**src/sarc_consts.vh**
```
// Constants for the successive-approximation converter control block.
`ifndef SARC_CONSTS_VH
`define SARC_CONSTS_VH
`define SARC_ADDR_RESULT_LO  16'hff08
`define SARC_ADDR_RESULT_HI  16'hff09
`define SARC_ADDR_MODE       16'hff28
`define SARC_ADDR_CHANNEL    16'hff29
`define SARC_MODE_RESET      8'h00
`define SARC_CHAN_RESET      8'h00
`define SARC_RESULT_RESET    10'h000
`define SARC_MODE_RUN        7
`define SARC_MODE_CMP        0
`define SARC_MODE_RATE_HI    5
`define SARC_MODE_RATE_LO    1
`define SARC_MODE_RSVD       6
`define SARC_RATE_264        5'h01
`define SARC_RATE_176        5'h05
`define SARC_RATE_132        5'h09
`define SARC_RATE_88         5'h0d
`define SARC_RATE_66         5'h11
`define SARC_RATE_44         5'h15
`define SARC_DIV_264         4'hc
`define SARC_DIV_176         4'h8
`define SARC_DIV_132         4'h6
`define SARC_DIV_88          4'h4
`define SARC_DIV_66          4'h3
`define SARC_DIV_44          4'h2
`define SARC_SAMPLE_STEPS    5'h0c
`define SARC_RES_BITS        10
`define SARC_LOW_ZERO_BITS   6'h00
`define SARC_CHAN_BITS       2
`define SARC_BIT_COUNT_TOP   4'h9
`endif

```
**src/sarc_divider.v**
```verilog
// Conversion clock divider producing one step pulse per divided period.
`timescale 1ns/1ps
`default_nettype none
module sarc_divider #(
   parameter W = 4
) (
   input  wire         mclk,
   input  wire         rst_n,
   input  wire         run,
   input  wire [W-1:0] div,
   output wire         step
);
   reg [W-1:0] cnt_q;
   reg [W-1:0] cnt_d;

   assign step = run && (div != {W{1'b0}}) && (cnt_q == div - 1'b1);

   always @* begin
      cnt_d = cnt_q;
      if (!run || step) begin
         cnt_d = {W{1'b0}};
      end else begin
         cnt_d = cnt_q + 1'b1;
      end
   end

   always @(posedge mclk or negedge rst_n) begin
      if (!rst_n) begin
         cnt_q <= {W{1'b0}};
      end else begin
         cnt_q <= cnt_d;
      end
   end
endmodule // sarc_divider
`default_nettype wire

```
**src/sarc_top.v**
```verilog
// Control, sequencing and result registers of the four-channel converter.
//
// Functional notes
// - Mode bit 7 runs or halts conversion.
// - Mode bit 0 powers the comparator.
// - Both bits clear: fully stopped, no power.
// - Comparator only: standby, no conversion.
// - Rate field selects divider and time.
// - Result reads and mode/channel writes insert one bus wait.
// - Word result left aligned, low zeros.
// - High byte at higher address.
// - Word result read only as 16 bits.
// - High byte register holds top eight bits.
// - Channel field selects input zero to three.
// - Single-bit and byte writes both accepted.
// - Reset clears all four registers.
// - Ten-bit MSB-first approximation, then done pulse.
// - Conversions repeat while run bit set.
// - Channel write aborts and restarts conversion.
`timescale 1ns/1ps
`default_nettype none
`include "sarc_consts.vh"
module sarc_top #(
   parameter ADDR_W = 16
) (
   input  wire              mclk,
   input  wire              rst_n,
   input  wire [ADDR_W-1:0] bus_addr,
   input  wire              bus_wr,
   input  wire              bus_rd,
   input  wire              bus_word,
   input  wire              bus_bit,
   input  wire [2:0]        bus_bit_sel,
   input  wire [7:0]        bus_wdata,
   output reg  [15:0]       bus_rdata,
   output wire              bus_wait,
   input  wire              cmp_decision,
   output reg  [9:0]        trial_level,
   output reg  [1:0]        analog_select,
   output wire              sample_hold,
   output wire              comparator_power,
   output wire              string_power,
   output reg               conversion_done_irq
);
   localparam ST_IDLE   = 3'b001;
   localparam ST_SAMPLE = 3'b010;
   localparam ST_CONV   = 3'b100;

   reg [7:0]  mode_q;
   reg [7:0]  chan_q;
   reg [9:0]  result_q;
   reg [9:0]  sar_q;
   reg [3:0]  bit_q;
   reg [4:0]  smp_q;
   reg [2:0]  st_q;
   reg        wait_q;
   reg [7:0]  mode_d;
   reg [7:0]  chan_d;
   reg [2:0]  st_d;
   reg [9:0]  sar_d;
   reg [3:0]  bit_d;
   reg [4:0]  smp_d;
   reg [9:0]  result_d;
   reg        done_d;
   reg [3:0]  div_sel;

   wire run_bit  = mode_q[`SARC_MODE_RUN];
   wire cmp_bit  = mode_q[`SARC_MODE_CMP];
   wire [4:0] rate = mode_q[`SARC_MODE_RATE_HI:`SARC_MODE_RATE_LO];
   wire hit_lo   = (bus_addr == `SARC_ADDR_RESULT_LO);
   wire hit_hi   = (bus_addr == `SARC_ADDR_RESULT_HI);
   wire hit_mode = (bus_addr == `SARC_ADDR_MODE);
   wire hit_chan = (bus_addr == `SARC_ADDR_CHANNEL);
   wire wr_mode  = bus_wr && hit_mode && !wait_q;
   wire wr_chan  = bus_wr && hit_chan && !wait_q;
   wire access   = (bus_wr && (hit_mode || hit_chan)) ||
                   (bus_rd && (hit_lo || hit_hi));
   wire step;
   wire legal = (div_sel != 4'h0);

   // Merges a byte write or a single-bit write into a register.
   function [7:0] merge;
      input [7:0] old;
      input       one_bit;
      input [2:0] sel;
      input [7:0] wd;
      begin
         merge = wd;
         if (one_bit) begin
            merge = old;
            merge[sel] = wd[0];
         end
      end
   endfunction

   // Each result read and each mode or channel write stretches by one wait cycle before it completes.
   assign bus_wait = access && !wait_q;

   assign sample_hold      = (st_q == ST_SAMPLE);
   // Comparator stays off unless the enable bit or a conversion needs it.
   assign comparator_power = cmp_bit || run_bit;
   assign string_power     = run_bit;

   always @* begin
      case (rate)
         `SARC_RATE_264: div_sel = `SARC_DIV_264;
         `SARC_RATE_176: div_sel = `SARC_DIV_176;
         `SARC_RATE_132: div_sel = `SARC_DIV_132;
         `SARC_RATE_88:  div_sel = `SARC_DIV_88;
         `SARC_RATE_66:  div_sel = `SARC_DIV_66;
         `SARC_RATE_44:  div_sel = `SARC_DIV_44;
         default:        div_sel = 4'h0;
      endcase
   end

   sarc_divider #(
      .W (4)
   ) u_div (
      .mclk  (mclk),
      .rst_n (rst_n),
      .run   (run_bit && legal && (st_q != ST_IDLE)),
      .div   (div_sel),
      .step  (step)
   );

   always @* begin
      mode_d = mode_q;
      chan_d = chan_q;
      if (wr_mode) begin
         mode_d = merge(mode_q, bus_bit, bus_bit_sel, bus_wdata);
         mode_d[`SARC_MODE_RSVD] = 1'b0;
      end
      if (wr_chan) begin
         chan_d = merge(chan_q, bus_bit, bus_bit_sel, bus_wdata);
         chan_d[7:`SARC_CHAN_BITS] = 6'h00;
      end
   end

   always @* begin
      st_d     = st_q;
      sar_d    = sar_q;
      bit_d    = bit_q;
      smp_d    = smp_q;
      result_d = result_q;
      done_d   = 1'b0;
      case (st_q)
         ST_IDLE: begin
            if (run_bit && legal) begin
               st_d  = ST_SAMPLE;
               smp_d = 5'h00;
            end
         end
         ST_SAMPLE: begin
            if (step) begin
               smp_d = smp_q + 1'b1;
               if (smp_q == `SARC_SAMPLE_STEPS - 1'b1) begin
                  st_d  = ST_CONV;
                  bit_d = `SARC_BIT_COUNT_TOP;
                  sar_d = 10'h200;
               end
            end
         end
         ST_CONV: begin
            if (step) begin
               sar_d[bit_q] = cmp_decision;
               if (bit_q == 4'h0) begin
                  result_d = {sar_q[9:1], cmp_decision};
                  done_d   = 1'b1;
                  st_d     = ST_SAMPLE;
                  smp_d    = 5'h00;
               end else begin
                  sar_d[bit_q - 1'b1] = 1'b1;
                  bit_d = bit_q - 1'b1;
               end
            end
         end
         default: st_d = ST_IDLE;
      endcase
      if (!run_bit || !legal || wr_chan) begin
         st_d   = ST_IDLE;
         done_d = 1'b0;
      end
   end

   always @* begin
      bus_rdata = 16'h0000;
      if (bus_rd && hit_lo && bus_word) begin
         bus_rdata = {result_q, `SARC_LOW_ZERO_BITS};
      end else if (bus_rd && hit_hi && !bus_word) begin
         bus_rdata = {8'h00, result_q[9:2]};
      end else if (bus_rd && hit_mode) begin
         bus_rdata = {8'h00, mode_q};
      end else if (bus_rd && hit_chan) begin
         bus_rdata = {8'h00, chan_q};
      end
   end

   always @(posedge mclk or negedge rst_n) begin
      if (!rst_n) begin
         mode_q              <= `SARC_MODE_RESET;
         chan_q              <= `SARC_CHAN_RESET;
         result_q            <= `SARC_RESULT_RESET;
         sar_q               <= 10'h000;
         bit_q               <= 4'h0;
         smp_q               <= 5'h00;
         st_q                <= ST_IDLE;
         wait_q              <= 1'b0;
         trial_level         <= 10'h000;
         analog_select       <= 2'h0;
         conversion_done_irq <= 1'b0;
      end else begin
         mode_q              <= mode_d;
         chan_q              <= chan_d;
         result_q            <= result_d;
         sar_q               <= sar_d;
         bit_q               <= bit_d;
         smp_q               <= smp_d;
         st_q                <= st_d;
         wait_q              <= bus_wait;
         trial_level         <= sar_d;
         analog_select       <= chan_d[`SARC_CHAN_BITS-1:0];
         conversion_done_irq <= done_d;
      end
   end
endmodule // sarc_top
`default_nettype wire

```
**config.mk**
```make
export PLATFORM = sky130hd
export DESIGN_NAME = sarc_top
export DESIGN_NICKNAME = d
export VERILOG_FILES = /design/src/sarc_divider.v /design/src/sarc_top.v
export VERILOG_INCLUDE_DIRS = /design/src
export SDC_FILE = /design/constraint.sdc
export NUM_CORES = 1
export LEC_CHECK = 0
export ABC_AREA = 1
export ABC_CLOCK_PERIOD_IN_PS = 2620
export BUFFER_PORTS_ARGS = -buffer_cell sky130_fd_sc_hd__buf_2
export CELL_PAD_IN_SITES_DETAIL_PLACEMENT = 0
export CELL_PAD_IN_SITES_GLOBAL_PLACEMENT = 1
export CORE_ASPECT_RATIO = 0.7
export CORE_MARGIN = 2
export CORE_UTILIZATION = 40
export CTS_CLUSTER_DIAMETER = 40
export CTS_CLUSTER_SIZE = 40
export DETAILED_ROUTE_END_ITERATION = 10
export PLACE_DENSITY = 0.83
export RECOVER_POWER = 100
export SLEW_MARGIN = 20
export SYNTH_ARGS = -nofsm -noshare
export SYNTH_HDL_FRONTEND = slang
export SYNTH_SLANG_ARGS = --single-unit
```
**constraint.sdc**
```tcl
create_clock -name mclk -period 2.62 [get_ports mclk]
set_input_delay 0.262 -clock mclk [delete_from_list [all_inputs] [get_ports mclk]]
set_output_delay 0.262 -clock mclk [all_outputs]
set_load 0.005 [all_outputs]
```
==> results by group <==
CTS
  – Later-pin clock latency in the skew report: 0.29 ns
  – H-tree depth: 2
  – CTS Sinks: 47
  – Post-cts resize count: 0
  – CTS Buffer Depth: 2
  – CTS tree: built
  – CTS clk-pin slew, worst paths: 0.06 ns
  – CTS Buf Count: 5
  – CTS root buf: clkbuf_16

Hold path
  – HP Class: in -> reg

Synth
  – Post-synth cell types: 40
  – Multiplexer share of the synthesized area: 0%
  – Primary FF master, synth: dfrtp_1
  – Largest family of logic cells by synthesized area: simple AND/OR/NAND/NOR gates
  – Post-synthesis simple-gate area fraction: 32.3%
  – Compound-gate portion of the synthesized area: between 10% and 20%
  – Part of the Yosys area used for sequential elements: 35.7%
  – Mapped Area: 3300 µm²
  – Avg Inst Size Synth: 7.52 µm²
  – Post-synthesis xor/xnor area fraction: under 10%
  – Synth Net Count: 483
  – Adder-Cell Fraction of Synth Area: 3.79%
  – Synth warn: 0
  – #FFs+latches synth: 47
  – Asr flop ratio synth: 100%
  – EDFF count, synth: 0
  – Post-Synthesis Cells: 439

Global route
  – GR Overflow Total: 0
  – Vias in the first global route: 2779
  – First-pass GRT wire length: around 13000 µm
  – Total GRT Usage: about a fifth
  – Most Crowded Layer GR: met1
  – Met1 GRT Util: between 20% and 30%
  – Global Route met3 Usage: about 3.9%
  – Largest net degree at the start of global routing: 28
  – Initial antenna violation count: 0
  – Met2 Track Usage GR: 26.9%

STA
  – Clk_skew: 0.00578 ns
  – RSZ-0062 raised after global routing: no
  – Rel. slew slack: 19.7%
  – Slew Limit Fails: 0
  – Crit path time final: approximately 2.4 ns
  – Fin crit share: 90.5%
  – Worst Tran Pin Value: about 1.2 ns
  – Fmax: 422 MHz
  – Total negative slack: 0 ns
  – Setup-failing EPs final: 0
  – Hold Violations, Final: 0

Final layout
  – ANT cells: 0
  – Layout cells sized above 1: between 20% and 30%
  – Synthesis-to-layout area growth: 15.2%
  – Post-layout util: approximately 48%
  – Commonest non-fill, non-tap cell in the layout: nand2_1
  – Most frequent cells in the layout: nand2_1, inv_1, dfrtp_1, o21ai_0, buf_2
  – Final Instance Area: 3800 µm²
  – FILL cells: 818
  – Net count reported at finish: 553

Floorplanning
  – Rows: 27
  – Io pins: 67
  – Die width: 113 µm
  – Die footprint: 9000 µm²
  – Initial core utilization: 41.6%
  – Die Y-Extent: 80.0 µm
  – Core area: 7940 µm²

Worst setup path
  – FF-to-FF setup slack: 0.27 ns
  – CP Class: in -> out
  – Critical path capture point type: output port
  – Worst EP arrival: 2.11 ns
  – CP required: 2.36 ns
  – Startpoint types: primary input
  – Crit-path max FO: 7

Power and ir drop
  – Pwr dens: roughly 370 nW/µm²
  – Leak: about 0.0017 µW
  – Max VDD drop: 0.226 mV

Drt
  – Antenna viol nets, final: 0
  – DR pass1 iterations: 4
  – Vias: approximately 3100
  – Routed len/inst: between 10 and 15 µm
  – Final WL: 7980 µm
  – Post-route DRC: 0
  – First DRT Iteration DRCs: 163
  – DR vias/cell: between 5 and 6

Place
  – DP Area: ~3700 µm²
  – PortBufs: between 60 and 70
  – RD Place Congestion: between 0.8 and 0.9
  – Final HPWL DP: ~6300 µm

Outcome
  – Status: completed

Flow run
  – Max cap viols: 0
[final cells by class]
| cell class | count | area (µm²) | area share [%] |
|---|---|---|---|
| clock buffer | 8 | 136 | 3.59 |
| inverter | 71 | 267 | 7.01 |
| multi-input combinational | 313 | 1740 | 45.9 |
| sequential | 47 | 1180 | 31.0 |
| tap | 101 | 126 | 3.32 |
| timing repair buffer | 71 | 352 | 9.25 |
[state kept, by name (all words and copies together) (netlist names)]
signal / count
smp_q: 5
wait_q: 1
result_q: 10
conversion_done_irq: 1
sar_q: 10
st_q: 3
u_div.cnt_q: 4
chan_q: 2
mode_q: 7
bit_q: 4
[routing by layer]
metal  part of all wire [%]  wire (µm)
met4                    1.1         91
met5                      0          0
met2                     41       3270
met1                     53       4260
met3                    4.6        369
[cells in the mapped netlist (4+ instances only)]
cell type	instances	area share, %
xor2_1	4	1.1
nor2_2	6	1.1
o21ai_2	10	2.7
a21oi_1	8	1.2
o21ai_0	34	5.2
nand2_2	17	3.2
nand3_1	29	4.4
inv_1	66	7.5
nand3_2	4	1.2
or2_2	5	0.95
ha_1	10	3.8
o22ai_1	5	0.95
a31oi_1	8	1.5
nor3_1	7	1.1
inv_2	5	0.57
nor2_1	29	3.3
nand4_1	8	1.5
a22oi_1	5	1.1
nand2_1	83	9.4
nand3b_1	5	1.1
nor2_4	5	1.7
dfrtp_1	46	35
o21ai_1	13	2.0
[through the flow]
stage	hold WS (ns)	worst slack (ns)	power (µW)	instances
after floorplan	-0.0336	0.521	762	439
after global placement	0.254	0.338	810	602
after detailed placement	0.255	0.318	811	602
after CTS	0.243	0.293	1430	611
after global routing	0.297	0.0398	1480	611
final	0.248	0.250	1410	611
[logic make-up after synthesis]
logic type / count (synthesis)
xor+xnor: 7
compound gates: 90
fa+ha+maj: 10
buf+inv: 79
flops: 47
simple gates: 206
[report_power, final]
group          internal [µW]  switching, µW  leakage (µW)
sequential               726         0.0348      0.000606
combinational           26.5           44.1       0.00106
clock                    355            260     0.0000652
total                   1110            304       0.00173
[critical path, cell delays in order]
cell and delay (ns):
buf_2 0.11, nor4_1 0.56, nand2_1 0.28, nor2_1 0.40
nand2_1 0.18, a21oi_1 0.19, clkbuf_2 0.13
[worst paths after layout]
path / start / endpoint / depth (start not counted)
setup / recovery: bus_addr[4] / bus_rdata[3] / 7
hold / removal: bus_wdata[0] / mode_q[0] / 3
setup reg to reg: mode_q[2] / bit_q[3] / 13
hold reg to reg: result_q[1] / result_q[1] / 2
max in group asynchronous: rst_n / bit_q[0] / 3
min in group asynchronous: rst_n / wait_q / 2
[what timing repair did]
action / CTS / global route
setup buffers: 0 / 0
endpoints found under the hold margin: 19 / 0
setup endpoints to repair: 0 / 0
hold buffers: 1 / 0
Note: power is estimated with default switching activity, not from simulation.
